==> src/verilog/tsf_pkg.sv <==
// constants shared by the timer channel status block
package tsf_pkg;
	localparam int NCH = 6; // timer channels
	// ***************************************************
	// register map (byte addresses)
	// ***************************************************
	localparam logic [7:0] OFF_STATUS0  = 8'h00; // channel_status 0..5
	localparam logic [7:0] OFF_ENABLE0  = 8'h20; // irq_enable_reg 0..5
	localparam logic [7:0] OFF_IRQ_STAT = 8'h40; // event summary, rd clr
	localparam logic [7:0] OFF_IRQ_MASK = 8'h44; // event summary mask
	localparam logic [7:0] OFF_LAST     = 8'h14; // last channel offset
	// ***************************************************
	// field positions
	// ***************************************************
	localparam int BIT_DIR = 7; // count_direction_flag
	localparam int BIT_RS6 = 6; // reserved, reads one
	localparam int BIT_UDF = 5; // underflow_flag
	localparam int BIT_OVF = 4; // overflow_flag
	// masks of live flag bits per channel group
	localparam logic [7:0] FLAG_FOUR = 8'h1f; // ch 0 and 3
	localparam logic [7:0] FLAG_TWO  = 8'h33; // ch 1,2,4,5
	// writable enable bits per group
	localparam logic [7:0] IEN_FOUR  = 8'h9f;
	localparam logic [7:0] IEN_TWO   = 8'hb3;
	localparam logic [7:0] IEN_RST   = 8'h40; // bit 6 reads one
	localparam logic [7:0] RSV_ONES  = 8'h40; // reserved bit 6 reads one, other reserved bits read zero
	localparam logic [1:0] RESP_OKAY   = 2'h0;
	localparam logic [1:0] RESP_DECERR = 2'h3;
	// channel groups: 0 and 3 own four general registers
	function automatic logic is_four(input int ch);
		return (ch == 0) || (ch == 3);
	endfunction : is_four
	// true when addr falls in a six-word bank starting at base
	function automatic logic bank_hit(input logic [7:0] a,
					  input logic [7:0] base);
		return (a >= base) && (a <= base + OFF_LAST);
	endfunction : bank_hit
	// word index within a bank
	function automatic logic [2:0] bank_idx(input logic [7:0] a,
						input logic [7:0] base);
		logic [7:0] d;
		d = a - base;
		return d[4:2];
	endfunction : bank_idx
endpackage : tsf_pkg

==> src/verilog/tsf_chan_if.sv <==
// per-channel bundle between the top and its channel modules
`timescale 1ns/1ps
`default_nettype none
interface tsf_chan_if;
	logic       rd_stb;     // read of this channel_status
	logic       wr_stb;     // write of this channel_status
	logic       ien_wr;     // write of this irq_enable_reg
	logic [7:0] wdata;      // write data, low byte
	logic [7:0] status;     // channel_status read value
	logic [7:0] ien;        // irq_enable_reg read value
	logic       count_up;   // counter direction, 1 = up
	logic       phase_mode; // phase counting mode active
	logic       ovf_evt;    // counter wrapped ffff to 0000
	logic       udf_evt;    // counter wrapped 0000 to ffff
	logic [3:0] cmp_match;  // counter equals general reg d..a
	logic [3:0] cap_stb;    // capture loaded general reg d..a
	logic [3:0] gr_capture; // general reg d..a in capture mode
	logic       evt;        // enabled flag set this cycle
	modport top  (output rd_stb, wr_stb, ien_wr, wdata, count_up,
		      phase_mode, ovf_evt, udf_evt, cmp_match, cap_stb,
		      gr_capture, input status, ien, evt);
	modport stat (input rd_stb, wr_stb, wdata, count_up, phase_mode,
		      ovf_evt, udf_evt, cmp_match, cap_stb, gr_capture, ien,
		      output status, evt);
	modport en   (input ien_wr, wdata, output ien);
endinterface : tsf_chan_if
`default_nettype wire

==> src/verilog/tsf_chan_enable.sv <==
// interrupt enable register of one timer channel
`timescale 1ns/1ps
`default_nettype none
module tsf_chan_enable #(
	parameter logic FOUR = 1'b0 // channel owns four general regs
) (
	input  wire logic sys_clk,
	input  wire logic rst_n,
	tsf_chan_if.en    cif
);
	localparam logic [7:0] WMASK = FOUR ? tsf_pkg::IEN_FOUR
					     : tsf_pkg::IEN_TWO;
	logic [7:0] ien_reg; // enables, reserved bits held constant
	// only live bits take write data; reserved ones keep reset value
	always_ff @(posedge sys_clk or negedge rst_n) begin
		if (!rst_n) begin
			ien_reg <= tsf_pkg::IEN_RST;
		end else if (cif.ien_wr) begin
			ien_reg <= (cif.wdata & WMASK) | tsf_pkg::RSV_ONES;
		end
	end
	assign cif.ien = ien_reg;
endmodule : tsf_chan_enable
`default_nettype wire

==> src/verilog/tsf_chan_status.sv <==
// sticky status flags of one timer channel
`timescale 1ns/1ps
`default_nettype none
module tsf_chan_status #(
	parameter logic FOUR = 1'b0 // channel owns four general regs
) (
	input  wire logic sys_clk,
	input  wire logic rst_n,
	tsf_chan_if.stat  cif
);
	localparam logic [7:0] FMASK = FOUR ? tsf_pkg::FLAG_FOUR
					     : tsf_pkg::FLAG_TWO;
	logic [7:0] flag_reg;  // sticky flags
	logic [7:0] armed_reg; // flags seen as one by a read
	logic [7:0] set_vec;   // hardware set conditions
	logic [7:0] clr_vec;   // software clear requests
	logic [3:0] gr_evt;    // general register events d..a
	logic       dir_bit;   // bit 7 read value
	// each general reg flags by its configured function
	assign gr_evt = (cif.gr_capture & cif.cap_stb) |
			(~cif.gr_capture & cif.cmp_match);
	always_comb begin
		set_vec = 8'h00;
		set_vec[3:0] = gr_evt;
		set_vec[tsf_pkg::BIT_OVF] = cif.ovf_evt;
		set_vec[tsf_pkg::BIT_UDF] = cif.udf_evt &
					    cif.phase_mode;
		set_vec = set_vec & FMASK; // reserved bits never set
	end
	// a zero clears only a flag already read as one; ones do nothing
	assign clr_vec = cif.wr_stb ? (~cif.wdata & armed_reg & FMASK)
				    : 8'h00;
	// set beats a clear landing in the same cycle
	always_ff @(posedge sys_clk or negedge rst_n) begin
		if (!rst_n) begin
			flag_reg <= 8'h00;
		end else begin
			flag_reg <= (flag_reg & ~clr_vec) | set_vec;
		end
	end
	// remember which flags a read returned as one
	always_ff @(posedge sys_clk or negedge rst_n) begin
		if (!rst_n) begin
			armed_reg <= 8'h00;
		end else if (cif.rd_stb) begin
			armed_reg <= (armed_reg & ~clr_vec) | flag_reg;
		end else begin
			armed_reg <= armed_reg & ~clr_vec;
		end
	end
	assign dir_bit = FOUR ? 1'b1 : cif.count_up;
	always_comb begin
		cif.status = flag_reg & FMASK;
		cif.status[tsf_pkg::BIT_DIR] = dir_bit;
		cif.status[tsf_pkg::BIT_RS6] = 1'b1;
	end
	// only enabled flags raise a request event
	assign cif.evt = |(set_vec & cif.ien & FMASK);
endmodule : tsf_chan_status
`default_nettype wire

==> src/verilog/tsf_top.sv <==
// six timer channel status registers behind an axi4-lite slave
`timescale 1ns/1ps
`default_nettype none
// Function
// - channels 1,2,4,5 bit 7 shows direction
// - channels 0,3 bit 7 reads one
// - bit 6 always reads one
// - phase mode underflow sets bit 5
// - channels 0,3 bit 5 reads zero
// - counter overflow sets bit 4
// - compare match on d sets bit 3
// - capture into d sets bit 3
// - channels 1,2,4,5 bit 3 reads zero
// - match or capture on c sets bit 2
// - channels 1,2,4,5 bit 2 reads zero
// - match or capture on b sets bit 1
// - match or capture on a sets bit 0
// - clear needs read of one then zero
// - writing one never sets a flag
// - six independent status registers
// - request only while enable bit set
module tsf_top (
	input  wire logic        sys_clk,
	input  wire logic        rst_n,
	// timer side events, same clock, one bit per channel, four per channel for the general reg inputs
	input  wire logic [5:0]  count_up,
	input  wire logic [5:0]  phase_mode,
	input  wire logic [5:0]  ovf_evt,
	input  wire logic [5:0]  udf_evt,
	input  wire logic [23:0] cmp_match,
	input  wire logic [23:0] cap_stb,
	input  wire logic [23:0] gr_capture,
	// axi4-lite slave
	input  wire logic [7:0]  s_axi_awaddr,
	input  wire logic        s_axi_awvalid,
	output logic             s_axi_awready,
	input  wire logic [31:0] s_axi_wdata,
	input  wire logic [3:0]  s_axi_wstrb,
	input  wire logic        s_axi_wvalid,
	output logic             s_axi_wready,
	output logic [1:0]       s_axi_bresp,
	output logic             s_axi_bvalid,
	input  wire logic        s_axi_bready,
	input  wire logic [7:0]  s_axi_araddr,
	input  wire logic        s_axi_arvalid,
	output logic             s_axi_arready,
	output logic [31:0]      s_axi_rdata,
	output logic [1:0]       s_axi_rresp,
	output logic             s_axi_rvalid,
	input  wire logic        s_axi_rready,
	// interrupt
	output logic             irq
);
	// ***************************************************
	// bus state
	// ***************************************************
	logic        awready_reg;  // write address slot free
	logic        wready_reg;   // write data slot free
	logic        bvalid_reg;   // write response pending
	logic [1:0]  bresp_reg;    // write response code
	logic        arready_reg;  // read address slot free
	logic        rvalid_reg;   // read data pending
	logic [1:0]  rresp_reg;    // read response code
	logic [31:0] rdata_reg;    // read data
	logic        rd_pend_reg;  // read accepted, data next edge
	logic [7:0]  awaddr_reg;   // captured write address
	logic [7:0]  wdata_reg;    // captured low data byte
	logic        wlane_reg;    // low byte lane enabled
	logic [7:0]  araddr_reg;   // captured read address
	logic        wr_stb;       // write takes effect this cycle
	logic        rd_stb;       // read takes effect this cycle
	// ***************************************************
	// decode and event summary
	// ***************************************************
	logic        wr_stat_hit;  // write lands in status bank
	logic        wr_en_hit;    // write lands in enable bank
	logic        wr_ok;        // write address is mapped
	logic        rd_stat_hit;  // read lands in status bank
	logic        rd_en_hit;    // read lands in enable bank
	logic        rd_ok;        // read address is mapped
	logic [2:0]  wr_idx;       // channel of write
	logic [2:0]  rd_idx;       // channel of read
	logic [7:0]  rd_byte;      // selected read value
	logic [5:0]  irq_stat_reg; // sticky per-channel events
	logic [5:0]  irq_mask_reg; // per-channel event mask
	logic        irq_reg;      // registered interrupt
	logic [5:0]  chan_evt;     // enabled flag set, per channel
	logic [7:0]  stat_rd [6];  // channel_status values
	logic [7:0]  ien_rd  [6];  // irq_enable_reg values
	tsf_chan_if  cif [6] ();   // channel bundles
	// ***************************************************
	// channel instances
	// ***************************************************
	// one independent status and enable register per channel
	for (genvar c = 0; c < tsf_pkg::NCH; c++) begin : g_ch
		localparam logic FOUR = tsf_pkg::is_four(c);
		// hand the shared strobes to the addressed channel only
		assign cif[c].rd_stb = rd_stb & rd_stat_hit &
				       (rd_idx == 3'(c));
		assign cif[c].wr_stb = wr_stb & wlane_reg & wr_stat_hit &
				       (wr_idx == 3'(c));
		assign cif[c].ien_wr = wr_stb & wlane_reg & wr_en_hit &
				       (wr_idx == 3'(c));
		assign cif[c].wdata      = wdata_reg;
		assign cif[c].count_up   = count_up[c];
		assign cif[c].phase_mode = phase_mode[c];
		assign cif[c].ovf_evt    = ovf_evt[c];
		assign cif[c].udf_evt    = udf_evt[c];
		assign cif[c].cmp_match  = cmp_match[4*c +: 4];
		assign cif[c].cap_stb    = cap_stb[4*c +: 4];
		assign cif[c].gr_capture = gr_capture[4*c +: 4];
		assign stat_rd[c]  = cif[c].status;
		assign ien_rd[c]   = cif[c].ien;
		assign chan_evt[c] = cif[c].evt;
		// sticky flags with read-then-zero clearing
		tsf_chan_status #(
			.FOUR (FOUR)
		) u_stat (
			.sys_clk (sys_clk),
			.rst_n   (rst_n),
			.cif     (cif[c])
		);
		// enable bits that gate the request events
		tsf_chan_enable #(
			.FOUR (FOUR)
		) u_en (
			.sys_clk (sys_clk),
			.rst_n   (rst_n),
			.cif     (cif[c])
		);
	end
	// ***************************************************
	// address decode
	// ***************************************************
	// unaligned addresses, or ones outside both banks, summary and mask, answer decode error
	always_comb begin
		wr_stat_hit = tsf_pkg::bank_hit(awaddr_reg,
						tsf_pkg::OFF_STATUS0) &
			      (awaddr_reg[1:0] == 2'h0);
		wr_en_hit   = tsf_pkg::bank_hit(awaddr_reg,
						tsf_pkg::OFF_ENABLE0) &
			      (awaddr_reg[1:0] == 2'h0);
		wr_idx      = wr_stat_hit ?
			      tsf_pkg::bank_idx(awaddr_reg,
						tsf_pkg::OFF_STATUS0) :
			      tsf_pkg::bank_idx(awaddr_reg,
						tsf_pkg::OFF_ENABLE0);
		wr_ok       = wr_stat_hit | wr_en_hit |
			      (awaddr_reg == tsf_pkg::OFF_IRQ_STAT) |
			      (awaddr_reg == tsf_pkg::OFF_IRQ_MASK);
	end
	always_comb begin
		rd_stat_hit = tsf_pkg::bank_hit(araddr_reg,
						tsf_pkg::OFF_STATUS0) &
			      (araddr_reg[1:0] == 2'h0);
		rd_en_hit   = tsf_pkg::bank_hit(araddr_reg,
						tsf_pkg::OFF_ENABLE0) &
			      (araddr_reg[1:0] == 2'h0);
		rd_idx      = rd_stat_hit ?
			      tsf_pkg::bank_idx(araddr_reg,
						tsf_pkg::OFF_STATUS0) :
			      tsf_pkg::bank_idx(araddr_reg,
						tsf_pkg::OFF_ENABLE0);
		rd_ok       = rd_stat_hit | rd_en_hit |
			      (araddr_reg == tsf_pkg::OFF_IRQ_STAT) |
			      (araddr_reg == tsf_pkg::OFF_IRQ_MASK);
	end
	// read mux, unmapped reads return zero
	always_comb begin
		rd_byte = 8'h00;
		if (rd_stat_hit) begin
			rd_byte = stat_rd[rd_idx];
		end else if (rd_en_hit) begin
			rd_byte = ien_rd[rd_idx];
		end else if (araddr_reg == tsf_pkg::OFF_IRQ_STAT) begin
			rd_byte = {2'h0, irq_stat_reg};
		end else if (araddr_reg == tsf_pkg::OFF_IRQ_MASK) begin
			rd_byte = {2'h0, irq_mask_reg};
		end
	end
	// ***************************************************
	// write channels
	// ***************************************************
	// the write happens once both halves are held and no reply waits
	assign wr_stb = ~awready_reg & ~wready_reg & ~bvalid_reg;
	// address slot: taken on handshake, freed when reply is taken
	always_ff @(posedge sys_clk or negedge rst_n) begin
		if (!rst_n) begin
			awready_reg <= 1'b1;
			awaddr_reg  <= 8'h00;
		end else if (awready_reg & s_axi_awvalid) begin
			awready_reg <= 1'b0;
			awaddr_reg  <= s_axi_awaddr;
		end else if (bvalid_reg & s_axi_bready) begin
			awready_reg <= 1'b1;
		end
	end
	// data slot: a cleared lane 0 turns the write into a no-op
	always_ff @(posedge sys_clk or negedge rst_n) begin
		if (!rst_n) begin
			wready_reg <= 1'b1;
			wdata_reg  <= 8'h00;
			wlane_reg  <= 1'b0;
		end else if (wready_reg & s_axi_wvalid) begin
			wready_reg <= 1'b0;
			wdata_reg  <= s_axi_wdata[7:0];
			wlane_reg  <= s_axi_wstrb[0];
		end else if (bvalid_reg & s_axi_bready) begin
			wready_reg <= 1'b1;
		end
	end
	// write response, one cycle after both halves are held
	always_ff @(posedge sys_clk or negedge rst_n) begin
		if (!rst_n) begin
			bvalid_reg <= 1'b0;
			bresp_reg  <= tsf_pkg::RESP_OKAY;
		end else if (wr_stb) begin
			bvalid_reg <= 1'b1;
			bresp_reg  <= wr_ok ? tsf_pkg::RESP_OKAY
					    : tsf_pkg::RESP_DECERR;
		end else if (bvalid_reg & s_axi_bready) begin
			bvalid_reg <= 1'b0;
		end
	end
	// ***************************************************
	// read channels
	// ***************************************************
	// the side effects of a read fire on the cycle the data is latched
	assign rd_stb = rd_pend_reg;
	always_ff @(posedge sys_clk or negedge rst_n) begin
		if (!rst_n) begin
			arready_reg <= 1'b1;
			araddr_reg  <= 8'h00;
			rd_pend_reg <= 1'b0;
		end else if (arready_reg & s_axi_arvalid) begin
			arready_reg <= 1'b0;
			araddr_reg  <= s_axi_araddr;
			rd_pend_reg <= 1'b1;
		end else begin
			rd_pend_reg <= 1'b0;
			if (rvalid_reg & s_axi_rready) begin
				arready_reg <= 1'b1;
			end
		end
	end
	// read data and response, held until rready
	always_ff @(posedge sys_clk or negedge rst_n) begin
		if (!rst_n) begin
			rvalid_reg <= 1'b0;
			rresp_reg  <= tsf_pkg::RESP_OKAY;
			rdata_reg  <= 32'h0000_0000;
		end else if (rd_pend_reg) begin
			rvalid_reg <= 1'b1;
			rresp_reg  <= rd_ok ? tsf_pkg::RESP_OKAY
					    : tsf_pkg::RESP_DECERR;
			rdata_reg  <= {24'h00_0000, rd_byte};
		end else if (rvalid_reg & s_axi_rready) begin
			rvalid_reg <= 1'b0;
		end
	end
	// ***************************************************
	// interrupt summary
	// ***************************************************
	// sticky per-channel event bits; a read clears, a new event wins
	always_ff @(posedge sys_clk or negedge rst_n) begin
		if (!rst_n) begin
			irq_stat_reg <= 6'h00;
		end else if (rd_stb &&
			     araddr_reg == tsf_pkg::OFF_IRQ_STAT) begin
			irq_stat_reg <= chan_evt;
		end else begin
			irq_stat_reg <= irq_stat_reg | chan_evt;
		end
	end
	// mask written only when lane 0 is enabled
	always_ff @(posedge sys_clk or negedge rst_n) begin
		if (!rst_n) begin
			irq_mask_reg <= 6'h00;
		end else if (wr_stb && wlane_reg &&
			     awaddr_reg == tsf_pkg::OFF_IRQ_MASK) begin
			irq_mask_reg <= wdata_reg[5:0];
		end
	end
	// registered level output, one cycle behind the summary
	always_ff @(posedge sys_clk or negedge rst_n) begin
		if (!rst_n) begin
			irq_reg <= 1'b0;
		end else begin
			irq_reg <= |(irq_stat_reg & irq_mask_reg);
		end
	end
	// ***************************************************
	// outputs
	// ***************************************************
	assign s_axi_awready = awready_reg;
	assign s_axi_wready  = wready_reg;
	assign s_axi_bvalid  = bvalid_reg;
	assign s_axi_bresp   = bresp_reg;
	assign s_axi_arready = arready_reg;
	assign s_axi_rvalid  = rvalid_reg;
	assign s_axi_rresp   = rresp_reg;
	assign s_axi_rdata   = rdata_reg;
	assign irq           = irq_reg;
endmodule : tsf_top
`default_nettype wire

==> config.mk <==
export PLATFORM = sky130hd
export DESIGN_NAME = tsf_top
export DESIGN_NICKNAME = d
export VERILOG_FILES = /design/src/verilog/tsf_pkg.sv /design/src/verilog/tsf_chan_if.sv /design/src/verilog/tsf_chan_enable.sv /design/src/verilog/tsf_chan_status.sv /design/src/verilog/tsf_top.sv
export SDC_FILE = /design/constraint.sdc
export NUM_CORES = 1
export LEC_CHECK = 0
export BUFFER_PORTS_ARGS = -buffer_cell sky130_fd_sc_hd__buf_2
export CAP_MARGIN = 10
export CORE_MARGIN = 4
export CORE_UTILIZATION = 53
export DETAILED_ROUTE_END_ITERATION = 7
export GPL_TIMING_DRIVEN = 0
export HOLD_SLACK_MARGIN = 0.15
export PLACE_DENSITY = 0.84
export SYNTH_ARGS = -nofsm -noshare
export SYNTH_HDL_FRONTEND = slang
export SYNTH_SLANG_ARGS = --single-unit
==> constraint.sdc <==
create_clock -name sys_clk -period 2 [get_ports sys_clk]
set_input_delay 0.1 -clock sys_clk [delete_from_list [all_inputs] [get_ports sys_clk]]
set_output_delay 0.1 -clock sys_clk [all_outputs]
set_load 0.03 [all_outputs]
==> Implementation_results.wiki, run 1 <==
{| class="wikitable"
! Metric !! Value
|-
| Total area of multi-input combinational cells || 3170 µm²
|-
| Horizontal die dimension || 122 µm
|-
| Measured slew at the worst slew-check pin || 621 ps
|-
| Post-route antenna net violation count || 0
|-
| Nature of the critical path endpoint || flip-flop
|-
| Status || complete, no violations
|-
| Final WL || 20800 µm
|-
| Synthesized-area fraction occupied by ao, oa, aoi and oai cells || 11.0%
|-
| Most used cell along the critical path || sky130_fd_sc_hd__buf_4
|-
| Total cell area at the placement stage || 7790 µm²
|-
| Critical path cell sequence || buf_4 > buf_4 > buf_6 > mux2i_1 > o22ai_1 > o2111ai_1 > o21ai_1
|-
| Placement row count || 41
|-
| Overall Global Routing Usage || 28.8%
|-
| Clock transition at the register clock pins on the worst setup and hold paths after CTS || 60 ps
|-
| Launch point of the critical path || araddr_reg[2]
|-
| Cell family with most CP delay || buffers and inverters
|-
| Met3 routing resource usage after global routing || 6.82%
|-
| Die outline height || 122 µm
|-
| Cell area power density || 1170 nW/µm²
|-
| Sequential element share of the synthesized area || 49.8%
|-
| Detail Placement HPWL || 13700 µm
|-
| Total power after layout || 10.9 mW
|-
| Part of the power in the clock network || 30.0%
|-
| Largest family of logic cells by synthesized area || multiplexers
|-
| Top-level port count || 197
|-
| Register-to-register setup slack || 40 ps
|-
| Fill count || 843
|-
| Fraction of power consumed by sequential logic || 36.4%
|-
| Fraction of met2 tracks used by global routing || 49.0%
|-
| Share of synthesized flip-flops with an asynchronous set or reset || 100%
|-
| Core Area || 12700 µm²
|-
| CTS H-tree lvls || 4
|-
| Clock Skew || 6.03 ps
|-
| End of the worst register-to-register path || s_axi_rdata[4]
|-
| Peak Freq || 510 MHz
|-
| Standard cell with the maximum stage delay on the critical path || sky130_fd_sc_hd__dfrtp_1
|-
| Number of flip-flops in the largest register || 32
|-
| Weighted congestion at the end of routability-driven global placement || 0.918
|-
| Simple-gate share of the synthesized area || 15.6%
|-
| Most frequently used flop master after synthesis || sky130_fd_sc_hd__dfrtp_1
|-
| Pin count of the biggest net entering global routing || 97
|-
| TritonCTS clock tree || built
|-
| Wire length of the first global-routing pass || 32500 µm
|-
| Highest-count cells in the layout ignoring fill and taps || 134 x sky130_fd_sc_hd__dfrtp_1, 120 x sky130_fd_sc_hd__buf_2, 84 x sky130_fd_sc_hd__dlygate4sd3_1, 59 x sky130_fd_sc_hd__mux2_2, 41 x sky130_fd_sc_hd__nand2_1
|-
| Number of pins exceeding their max-slew limit in the final report || 0
|-
| Signal arrival time at the worst endpoint || 2260 ps
|-
| Layout Nets || 991
|-
| CP Max Fanout || 10
|-
| Final critical-path share of the clock period || 98.1%
|-
| Power spent charging and discharging nets || 3.93 mW
|-
| Antenna violations before repair || 0
|-
| Depth of the most critical reg-to-reg path || 7
|-
| Total iterations of the first detailed-routing run || 7
|-
| Post-Syn Area per Cell || 11.7 µm²
|-
| Flops & latches, synth || 137
|-
| Comb pwr share || 33.7%
|-
| Minimum clock period after layout || 1960 ps
|-
| Startpoint of the worst register-to-register path || araddr_reg[2]
|-
| Global route hottest layer || met2
|-
| Worst Setup Path Type || reg2reg
|-
| Syn Std Cell Area || 6890 µm²
|-
| IO Port Bufs || 114
|-
| Clock sink count || 137
|-
| Required time reported for the critical path endpoint || 2300 ps
|-
| Cell-internal power || 6.98 mW
|-
| Area of all sequential standard cells || 3430 µm²
|-
| Die area || 14900 µm²
|-
| Clk Latency, worst-skew pair || 430 ps
|-
| GR Layer Usage met1 || 34.1%
|-
| Cell at the root of the clock tree || sky130_fd_sc_hd__clkbuf_16
|-
| Cell area after layout || 9320 µm²
|-
| CTS Buf Count || 17
|-
| Fraction of layout instances using a drive strength above 1 || 33.0%
|-
| Maximum resistive drop on vdd || 0.000927 V
|-
| Synth-to-layout area growth || 35.3%
|-
| Worst relative slew slack || 58.6%
|-
| Number of synthesized flops with an enable pin || 0
|-
| Adder-cell share of the synthesized area || 0%
|-
| Number of endpoints with negative hold slack in the final report || 0
|-
| Number of vias per cell after detailed routing || 5.78
|-
| Post-DR wirelength/cell || 20.4 µm
|-
| Remaining design rule violation count || 0
|-
| CP bufs+invs || 3
|-
| Launching element type of the critical path || flip-flop
|-
| Number of diodes || 0
|-
| HP Class || in2async
|-
| Cell count after synthesis || 591
|-
| Commonest non-fill, non-tap cell in the layout || sky130_fd_sc_hd__dfrtp_1
|-
| Highest cell delay on the worst timing path || 400 ps
|-
| Distinct cells, synth || 60
|-
| Initial DRC count || 572
|-
| Overflow left after global routing || 0
|-
| Standby leakage power || 4.24 nW
|-
| Synthesized-area fraction occupied by xor and xnor cells || 0%
|-
| Count of endpoints failing setup in the final report || 0
|-
| Max-cap violations || 0
|-
| Vias in the first global route || 6213
|-
| Total number of vias || 5903
|-
| Proportion of synthesized area in mux cells || 17.8%
|-
| Maximum count of clock buffers along a single path || 2
|-
| Total number of yosys warnings || 0
|-
| Post-Route Utilization || 73.6%
|-
| Switching Fraction || 36.0%
|-
| Initial cell density of the core || 54.4%
|}
## metal layers
metal  wire length [µm]  vias to the layer above
li1                   -                     2629
met1               7940                     2927
met2              10600                      287
met3               1510                       60
met4                792                        0
met5                  0                        -
## how the worst max path moves through the flow
stage / endpoint / slack, ps / cells after the start
2_1_floorplan: g_ch[0].u_en.cif.ien[0] / 140 / 5
3_3_place_gp: g_ch[5].u_stat.armed_reg[5] / -900 / 1
3_5_place_dp: g_ch[3].u_en.cif.ien[7] / -90 / 5
4_1_cts: irq_stat_reg[3] / 0.4 / 6
5_1_grt: g_ch[3].u_stat.armed_reg[2] / -20 / 6
6_report: s_axi_rdata[4] / 40 / 7
## repair_timing
item | CTS | global route
setup endpoints to repair | 65 | 46
hold buffers | 84 | 0
setup buffers | 0 | 4
hold endpoints to repair | 197 | 0
resized for setup | 4 | 16
pin swaps | 0 | 5
## power groups by stage
stage	registers, mW	logic [mW]	clock network (mW)
floorplan	4.07	2.15	0
global placement	3.92	3.27	0
detailed placement	3.97	3.38	0
CTS	3.94	3.58	3.27
global route	4.04	3.93	3.40
finish	3.97	3.67	3.27
## cells in the mapped netlist, types with 7 or more instances
master                     instances  area share [%]
sky130_fd_sc_hd__o21ai_0          14             1.0
sky130_fd_sc_hd__a21o_1           13             1.4
sky130_fd_sc_hd__mux2_2           58             9.5
sky130_fd_sc_hd__dfrtp_1         134              49
sky130_fd_sc_hd__nand3_1           7            0.51
sky130_fd_sc_hd__nand4b_1         16             2.0
sky130_fd_sc_hd__a22o_1           24             3.1
sky130_fd_sc_hd__a22oi_1           9            0.98
sky130_fd_sc_hd__buf_4            30             3.3
sky130_fd_sc_hd__nand2_1          41             2.2
sky130_fd_sc_hd__clkbuf_1         15            0.82
sky130_fd_sc_hd__inv_1            13            0.71
sky130_fd_sc_hd__buf_2            12            0.87
sky130_fd_sc_hd__nor2_1           34             1.9
sky130_fd_sc_hd__mux2_1           32             5.2
sky130_fd_sc_hd__mux2i_1          12             1.7
sky130_fd_sc_hd__nand3b_1         21             2.3
## cell families after synthesis
group                  after synthesis
AOI/OAI and AO/OA                   99
buffers and inverters               72
DFF                                137
muxes                              106
other                                1
and+or+nand+nor                    176
## per-stage QoR
stage          std cells  TNS [ps]  hold WS [ps]  setup slack, ps
3_3_place_gp         900   -120270           256             -901
2_1_floorplan        614         0          -196              140
6_report            1021         0           164             38.5
5_1_grt             1021     -90.8           178            -19.6
4_1_cts             1017         0           157            0.376
3_5_place_dp         901     -1660          38.0            -94.9
## layout make-up
class,instances,area share [%]
clock buffer,20,5.01
clock inverter,12,1.58
buffer,59,3.93
multi-input combinational,405,34.0
sequential,137,36.8
timing repair buffer,203,15.8
tap,172,2.31
inverter,13,0.523
Note: power is estimated with default switching activity, not from simulation.
==> run 2: changes to the inputs <==
--- a/config.mk
+++ b/config.mk
@@ -7,12 +7,14 @@
 export LEC_CHECK = 0
 export BUFFER_PORTS_ARGS = -buffer_cell sky130_fd_sc_hd__buf_2
 export CAP_MARGIN = 10
+export CELL_PAD_IN_SITES_DETAIL_PLACEMENT = 0
+export CELL_PAD_IN_SITES_GLOBAL_PLACEMENT = 2
 export CORE_MARGIN = 4
-export CORE_UTILIZATION = 53
+export CORE_UTILIZATION = 33
 export DETAILED_ROUTE_END_ITERATION = 7
 export GPL_TIMING_DRIVEN = 0
 export HOLD_SLACK_MARGIN = 0.15
-export PLACE_DENSITY = 0.84
+export PLACE_DENSITY = 0.83
 export SYNTH_ARGS = -nofsm -noshare
 export SYNTH_HDL_FRONTEND = slang
 export SYNTH_SLANG_ARGS = --single-unit
==> run 2 against run 1 <==
Compared with the run above: maximum frequency shrank 1.3%; non-clock buffer count rose by 5; critical path depth fell by 2; utilization fell by 27 points; first-iteration DRC count shrank 39%; die area up 56%; count of clock-buffer cells in the layout up 1; largest cell class unchanged.
==> Implementation_results.wiki, run 2 (synthesis results as in run 1) <==
{| class="wikitable"
! Metric !! Value
|-
| CP Max Fanout || 10 (unchanged)
|-
| HP Class || in2reg
|-
| CTS Buf Count || 17 (unchanged)
|-
| Cell family with most CP delay || simple AND/OR/NAND/NOR gates
|-
| Critical path cell sequence || or4_4 > buf_4 > nor4b_1 > a221oi_1 > a31oi_1
|-
| Clk Latency, worst-skew pair || 420 ps (about the same)
|-
| Total cell area at the placement stage || 7920 µm² (+1.6%)
|-
| Number of diodes || 0 (unchanged)
|-
| Post-DR wirelength/cell || 18.4 µm (-10%)
|-
| Number of standard cells in the final layout excluding fillers || 1124 (+10%)
|-
| TritonCTS clock tree || built
|-
| Standard cell with the maximum stage delay on the critical path || sky130_fd_sc_hd__or4_4
|-
| Die area || 23300 µm² (+56%)
|-
| Status || complete, no violations
|-
| Top-level port count || 197 (unchanged)
|-
| Pin count of the biggest net entering global routing || 74 (-24%)
|-
| Overflow left after global routing || 0 (unchanged)
|-
| Number of pins exceeding their max-slew limit in the final report || 0 (unchanged)
|-
| Detail Placement HPWL || 14900 µm (+9.0%)
|-
| Placement row count || 52 (+27%)
|-
| Horizontal die dimension || 152 µm (+25%)
|-
| Launching element type of the critical path || flip-flop
|-
| Total power after layout || 11.1 mW (+1.4%)
|-
| Vias in the first global route || 5852 (-5.8%)
|-
| Max-cap violations || 0 (unchanged)
|-
| Number of endpoints with negative hold slack in the final report || 0 (unchanged)
|-
| Fraction of layout instances using a drive strength above 1 || 33.1% (+0.16 points)
|-
| Standby leakage power || 4.29 nW (+1.1%)
|-
| Final critical-path share of the clock period || 99.3% (+1.3 points)
|-
| Die outline height || 152 µm (+25%)
|-
| Clock transition at the register clock pins on the worst setup and hold paths after CTS || 60 ps (about the same)
|-
| CP bufs+invs || 1 (-2)
|-
| IO Port Bufs || 114 (unchanged)
|-
| Highest cell delay on the worst timing path || 570 ps (+170 ps)
|-
| Measured slew at the worst slew-check pin || 680 ps (+58.9 ps)
|-
| Total iterations of the first detailed-routing run || 5 (-2)
|-
| Highest-count cells in the layout ignoring fill and taps || 133 x sky130_fd_sc_hd__dfrtp_1, 117 x sky130_fd_sc_hd__buf_2, 87 x sky130_fd_sc_hd__dlygate4sd3_1, 58 x sky130_fd_sc_hd__mux2_2, 41 x sky130_fd_sc_hd__nand2_1
|-
| Synth-to-layout area growth || 38.6%
|-
| Clock Skew || 10.0 ps (+4.02 ps)
|-
| Smallest hold slack || 164 ps (+0.965 ps)
|-
| Launch point of the critical path || araddr_reg[6]
|-
| Total number of vias || 5676 (-3.8%)
|-
| RSZ-0062 raised after global routing || yes
|-
| Count of placed standard cells including taps || 999 (+11%)
|-
| Worst relative slew slack || 54.6% (-3.9 points)
|-
| Core Area || 20400 µm² (+61%)
|-
| Wire length of the first global-routing pass || 32500 µm (+0.17%)
|-
| Weighted congestion at the end of routability-driven global placement || 0.925 (+0.76%)
|-
| Overall Global Routing Usage || 17.6% (-11 points)
|-
| Depth of the most critical reg-to-reg path || 5 (-2)
|-
| Layout Nets || 996 (+0.50%)
|-
| Cell area after layout || 9550 µm² (+2.4%)
|-
| Maximum resistive drop on vdd || 0.000552 V (-40%)
|-
| Required time reported for the critical path endpoint || 2330 ps (+30 ps)
|-
| Post-route antenna net violation count || 0 (unchanged)
|-
| Remaining design rule violation count || 0 (unchanged)
|-
| Final WL || 20600 µm (-0.95%)
|-
| Signal arrival time at the worst endpoint || 2320 ps (+60 ps)
|-
| Startpoint of the worst register-to-register path || araddr_reg[6]
|-
| Hold Path Depth || 4
|-
| Cell area power density || 1160 nW/µm² (-0.94%)
|-
| Minimum clock period after layout || 1990 ps (+25.3 ps)
|-
| Cell at the root of the clock tree || sky130_fd_sc_hd__clkbuf_16
|-
| Hold Startpoint || gr_capture[8]
|-
| CTS H-tree lvls || 4 (unchanged)
|-
| Count of endpoints failing setup in the final report || 0 (unchanged)
|-
| Number of vias per cell after detailed routing || 5.05 (-13%)
|-
| Number of flip-flops in the largest register || 32 (unchanged)
|-
| Worst Setup Path Type || reg2reg
|-
| Commonest non-fill, non-tap cell in the layout || sky130_fd_sc_hd__dfrtp_1
|-
| Logic depth of the worst path, buffers included || 5 (-2)
|-
| Maximum count of clock buffers along a single path || 2 (unchanged)
|-
| Initial cell density of the core || 33.8% (-21 points)
|-
| Nature of the critical path endpoint || flip-flop
|-
| Clock sink count || 137 (unchanged)
|-
| Peak Freq || 503 MHz (-1.3%)
|-
| Antenna violations before repair || 0 (unchanged)
|-
| Initial DRC count || 349 (-39%)
|}
[run 2: final cells by class]
class                           count  area, µm²
Buffer                             58        398
Clock buffer                       21        470
Clock inverter                     11        169
Fill cell                        1856      10800
Inverter                           13       48.8
Multi-Input combinational cell    405       3160
Sequential cell                   137       3430
Tap cell                          270        338
Timing Repair Buffer              209       1530
[run 2: final timing paths]
| kind | endpoint | slack (ps) |
|---|---|---|
| min reg2reg | g_ch[3].u_stat.flag_reg[4] | 490 |
| min | irq_stat_reg[2] | 160 |
| max | s_axi_rdata[0] | 10 |
| max in group asynchronous | s_axi_awready | 950 |
| max reg2reg | s_axi_rdata[0] | 10 |
| min in group asynchronous | cif[0].wdata[2] | 250 |
[run 2: what timing repair did]
action	4_1_cts	5_1_grt
resized for setup	6	23
setup endpoints to repair	75	50
pin swaps	1	3
setup buffers	1	6
hold buffers	87	0
hold endpoints to repair	126	0
[run 2: worst min-delay path: stages]
cell                       delay [ps]
sky130_fd_sc_hd__buf_2             80
sky130_fd_sc_hd__mux2_2           170
sky130_fd_sc_hd__a221oi_1         130
sky130_fd_sc_hd__nand2_1           70
[run 2: metal layers]
| metal | GRT usage, % | vias up | wire, µm |
|---|---|---|---|
| met1 | 23.1 | 2804 | 8940 |
| met3 | 4.71 | 24 | 1220 |
| met4 | 5.47 | 0 | 375 |
| met5 | 0 | - | 0 |
| li1 | - | 2646 | - |
| met2 | 28.8 | 202 | 10100 |
[run 2: through the flow]
step / setup slack [ps] / util [%] / setup TNS, ps
5_1_grt: -5.66 / 46.9 / -7.35
3_5_place_dp: -127 / 38.9 / -4290
2_1_floorplan: 140 / - / 0
3_3_place_gp: -996 / 38.7 / -134400
6_report: 13.2 / 46.9 / 0
4_1_cts: 20.0 / 46.4 / 0
[run 2: report_power, final]
| group | total (mW) | switching [mW] | internal, mW | leakage [nW] |
|---|---|---|---|---|
| Sequential | 3.98 | 0.567 | 3.41 | 1.66 |
| Clock | 3.39 | 1.21 | 2.19 | 0.313 |
| Combinational | 3.70 | 2.14 | 1.56 | 2.32 |
==> run 3: changes to the inputs <==
--- a/config.mk
+++ b/config.mk
@@ -5,12 +5,13 @@
 export SDC_FILE = /design/constraint.sdc
 export NUM_CORES = 1
 export LEC_CHECK = 0
+export ABC_AREA = 1
 export BUFFER_PORTS_ARGS = -buffer_cell sky130_fd_sc_hd__buf_2
 export CAP_MARGIN = 10
 export CELL_PAD_IN_SITES_DETAIL_PLACEMENT = 0
 export CELL_PAD_IN_SITES_GLOBAL_PLACEMENT = 2
 export CORE_MARGIN = 4
-export CORE_UTILIZATION = 33
+export CORE_UTILIZATION = 29
 export DETAILED_ROUTE_END_ITERATION = 7
 export GPL_TIMING_DRIVEN = 0
 export HOLD_SLACK_MARGIN = 0.15
==> run 3 against run 2 <==
Compared with the run above: non-clock buffer count is 15 lower; flip-flop and latch count stayed put; critical path type unchanged; largest cell class unchanged; area after synthesis hardly changed; utilization is 6.4 points lower; final cell count is 30% higher; count of clock-buffer cells in the layout is 1 lower; register-to-register slack better by 70 ps.
==> Implementation_results.wiki, run 3 <==
{| class="wikitable"
! Metric !! Value
|-
| Part of the power in the clock network || 27.6% (-3.0 points)
|-
| Post-Route Utilization || 40.5% (-6.4 points)
|-
| Overflow left after global routing || 0 (unchanged)
|-
| Final WL || 23100 µm (+12%)
|-
| Initial cell density of the core || 29.5% (-4.4 points)
|-
| Placement row count || 56 (+7.7%)
|-
| Fraction of power consumed by sequential logic || 36.8% (+0.9 points)
|-
| HP Class || in2reg
|-
| Maximum count of clock buffers along a single path || 2 (unchanged)
|-
| Total power after layout || 11.1 mW (+0.51%)
|-
| Launching element type of the critical path || flip-flop
|-
| Minimum clock period after layout || 1910 ps (-74.2 ps)
|-
| CP bufs+invs || 1 (unchanged)
|-
| Max-cap violations || 0 (unchanged)
|-
| Weighted congestion at the end of routability-driven global placement || 0.846 (-8.5%)
|-
| Number of pins exceeding their max-slew limit in the final report || 0 (unchanged)
|-
| CTS Buf Count || 17 (unchanged)
|-
| Clk Latency, worst-skew pair || 430 ps (about the same)
|-
| Fraction of layout instances using a drive strength above 1 || 19.3% (-14 points)
|-
| Cell taking the most area after synthesis || sky130_fd_sc_hd__dfrtp_1
|-
| Setup Total Neg Slack || 0 ps (unchanged)
|-
| Measured slew at the worst slew-check pin || 733 ps (+52.5 ps)
|-
| Clock transition at the register clock pins on the worst setup and hold paths after CTS || 60 ps (about the same)
|-
| Highest-count cells in the layout ignoring fill and taps || 262 x sky130_fd_sc_hd__nand2_1, 134 x sky130_fd_sc_hd__dfrtp_1, 120 x sky130_fd_sc_hd__buf_2, 110 x sky130_fd_sc_hd__inv_1, 89 x sky130_fd_sc_hd__dlygate4sd3_1
|-
| Post-place setup slack || -34.9 ps (+92.0 ps)
|-
| CTS H-tree lvls || 4 (unchanged)
|-
| Number of diodes || 0 (unchanged)
|-
| RSZ-0062 raised after global routing || no
|-
| Switching Fraction || 40.7% (+5.3 points)
|-
| Number of standard cells in the final layout excluding fillers || 1466 (+30%)
|-
| Cell count after synthesis || 888 (+50%)
|-
| Cell-internal power || 6.60 mW (-7.8%)
|-
| Number of flip-flops in the largest register || 32 (unchanged)
|-
| Wire length of the first global-routing pass || 36300 µm (+12%)
|-
| Vias in the first global route || 6508 (+11%)
|-
| Flops & latches, synth || 137 (unchanged)
|-
| Total cell area at the placement stage || 7980 µm² (+0.84%)
|-
| Number of synthesized flops with an enable pin || 0 (unchanged)
|-
| Syn Std Cell Area || 6890 µm² (about the same)
|-
| Die outline height || 162 µm (+6.4%)
|-
| Antenna violations before repair || 0 (unchanged)
|-
| Die area || 26300 µm² (+13%)
|-
| Number of vias per cell after detailed routing || 4.44 (-12%)
|-
| Number of endpoints with negative hold slack in the final report || 0 (unchanged)
|-
| Status || complete, no violations
|-
| Required time reported for the critical path endpoint || 2360 ps (+30 ps)
|-
| Cell at the root of the clock tree || sky130_fd_sc_hd__clkbuf_16
|-
| TritonCTS clock tree || built
|-
| Count of endpoints failing setup in the final report || 0 (unchanged)
|-
| Remaining design rule violation count || 0 (unchanged)
|-
| Distinct cells, synth || 35 (-42%)
|-
| Standby leakage power || 4.69 nW (+9.3%)
|-
| Post-Syn Area per Cell || 7.76 µm² (-33%)
|-
| Nature of the critical path endpoint || flip-flop
|-
| Peak Freq || 523 MHz (+3.9%)
|-
| Detail Placement HPWL || 16900 µm (+13%)
|-
| Final critical-path share of the clock period || 95.6% (-3.7 points)
|-
| Comb pwr share || 35.6% (+2.2 points)
|-
| Worst Setup Path Type || reg2reg
|-
| Synth-to-layout area growth || 37.4%
|-
| Most common cell in the synthesized netlist || sky130_fd_sc_hd__nand2_1
|-
| Sequential element share of the synthesized area || 49.8% (about the same)
|-
| Commonest non-fill, non-tap cell in the layout || sky130_fd_sc_hd__nand2_1
|-
| Cell types occupying the most area after synthesis || sky130_fd_sc_hd__dfrtp_1 49%, sky130_fd_sc_hd__nand2_1 14%, sky130_fd_sc_hd__inv_1 6.0%
|-
| Cell family with most CP delay || simple AND/OR/NAND/NOR gates
|-
| Total number of vias || 6510 (+15%)
|-
| Highest cell delay on the worst timing path || 450 ps (-120 ps)
|-
| Count of placed standard cells including taps || 1345 (+35%)
|-
| Most frequently used flop master after synthesis || sky130_fd_sc_hd__dfrtp_1
|-
| Pin count of the biggest net entering global routing || 89 (+20%)
|-
| Fill count || 2499 (+35%)
|-
| Share of synthesized flip-flops with an asynchronous set or reset || 100% (unchanged)
|-
| Initial DRC count || 395 (+13%)
|-
| Signal arrival time at the worst endpoint || 2270 ps (-50 ps)
|-
| List of most frequent post-synthesis cells || 262 x sky130_fd_sc_hd__nand2_1, 134 x sky130_fd_sc_hd__dfrtp_1, 110 x sky130_fd_sc_hd__inv_1, 84 x sky130_fd_sc_hd__nor2_1, 71 x sky130_fd_sc_hd__o21ai_0
|-
| Layout Nets || 1290 (+30%)
|-
| Clock Skew || 14.5 ps (+4.44 ps)
|-
| Clock sink count || 137 (unchanged)
|-
| Smallest hold slack || 132 ps (-32.4 ps)
|-
| Top cell type's share of synthesized area || 48.6% (about the same)
|-
| Worst relative slew slack || 51.1% (-3.5 points)
|-
| Fin worst setup slack || 87.3 ps (+74.2 ps)
|-
| Total number of yosys warnings || 0 (unchanged)
|-
| Top-level port count || 197 (unchanged)
|-
| Cell area after layout || 9470 µm² (-0.83%)
|-
| Horizontal die dimension || 162 µm (+6.4%)
|-
| Critical path cell sequence || buf_2 > nand2_1 > o21ai_0 > nand4_1 > nand2_1 > nor2_1 > nor2_1
|-
| CP Max Fanout || 10 (unchanged)
|-
| Post-DR wirelength/cell || 15.7 µm (-14%)
|-
| Standard cell with the maximum stage delay on the critical path || sky130_fd_sc_hd__dfrtp_1
|-
| Core Area || 23400 µm² (+15%)
|-
| Maximum resistive drop on vdd || 0.000518 V (-6.2%)
|-
| Power spent charging and discharging nets || 4.52 mW (+16%)
|-
| Overall Global Routing Usage || 18.0% (+0.33 points)
|-
| Cell area power density || 1170 nW/µm² (+1.3%)
|-
| Total iterations of the first detailed-routing run || 6 (+1)
|-
| Post-route antenna net violation count || 0 (unchanged)
|-
| IO Port Bufs || 114 (unchanged)
|}
## run 3: area by class of cell
type / count / area (µm²) / share of cell area [%]
plain buffers: 46 / 303 / 3.20
clock buffers: 20 / 437 / 4.61
clock inverters: 11 / 124 / 1.31
inverters: 116 / 435 / 4.60
multi-input cells: 611 / 2830 / 29.9
flip-flops and latches: 137 / 3430 / 36.2
well taps: 319 / 399 / 4.22
repair buffers: 206 / 1510 / 15.9
## run 3: metal layers
layer	up-vias	wire length (µm)	GRT usage [%]
met5	-	0	0
met4	0	594	5.69
met3	36	841	3.12
met2	155	10700	28.8
met1	3047	10900	24.9
li1	3272	-	-
## run 3: power groups by stage
stage	combinational, mW	clock (mW)	sequential, mW
3_3_place_gp	3.72	0	4.13
5_1_grt	4.42	3.23	4.21
6_report	3.96	3.07	4.10
2_1_floorplan	2.22	0	4.22
3_5_place_dp	3.75	0	4.14
4_1_cts	3.96	3.10	4.11
## run 3: worst paths after layout
path / from / end / slack, ps / cells after the start
min in group asynchronous: rst_n / araddr_reg[1] / 190 / 2
worst max register to register: araddr_reg[2] / s_axi_rdata[3] / 90 / 7
worst min register to register: g_ch[2].u_stat.armed_reg[5] / g_ch[2].u_stat.armed_reg[5] / 470 / 2
worst max-delay path: araddr_reg[2] / s_axi_rdata[3] / 90 / 7
max in group asynchronous: rst_n / s_axi_wready / 950 / 3
worst min-delay path: s_axi_wvalid / cif[0].wdata[7] / 130 / 4
## run 3: logic make-up after synthesis
family / count (synthesis) / share of synthesized area [%]
and+or+nand+nor: 429 / 26.5
buffers and inverters: 163 / 10.7
AOI/OAI and AO/OA: 145 / 11.1
DFF: 137 / 49.8
muxes: 13 / 1.94
other: 1 / 0.0544
## run 3: worst min-delay path, delay by kind of cell
kind	cells	cell delay, ps
AO/OA/AOI/OAI	1	50
buffers and inverters	1	70
AND/OR/NAND/NOR	2	290
## run 3: timing repair
| item | in CTS | in global routing |
|---|---|---|
| resized for setup | 1 | 6 |
| endpoints found under the setup margin | 13 | 43 |
| hold buffers | 89 | 0 |
| buffers inserted | 0 | 2 |
| pin swaps | 0 | 1 |
| endpoints found under the hold margin | 129 | 0 |
| cloned | 0 | 0 |
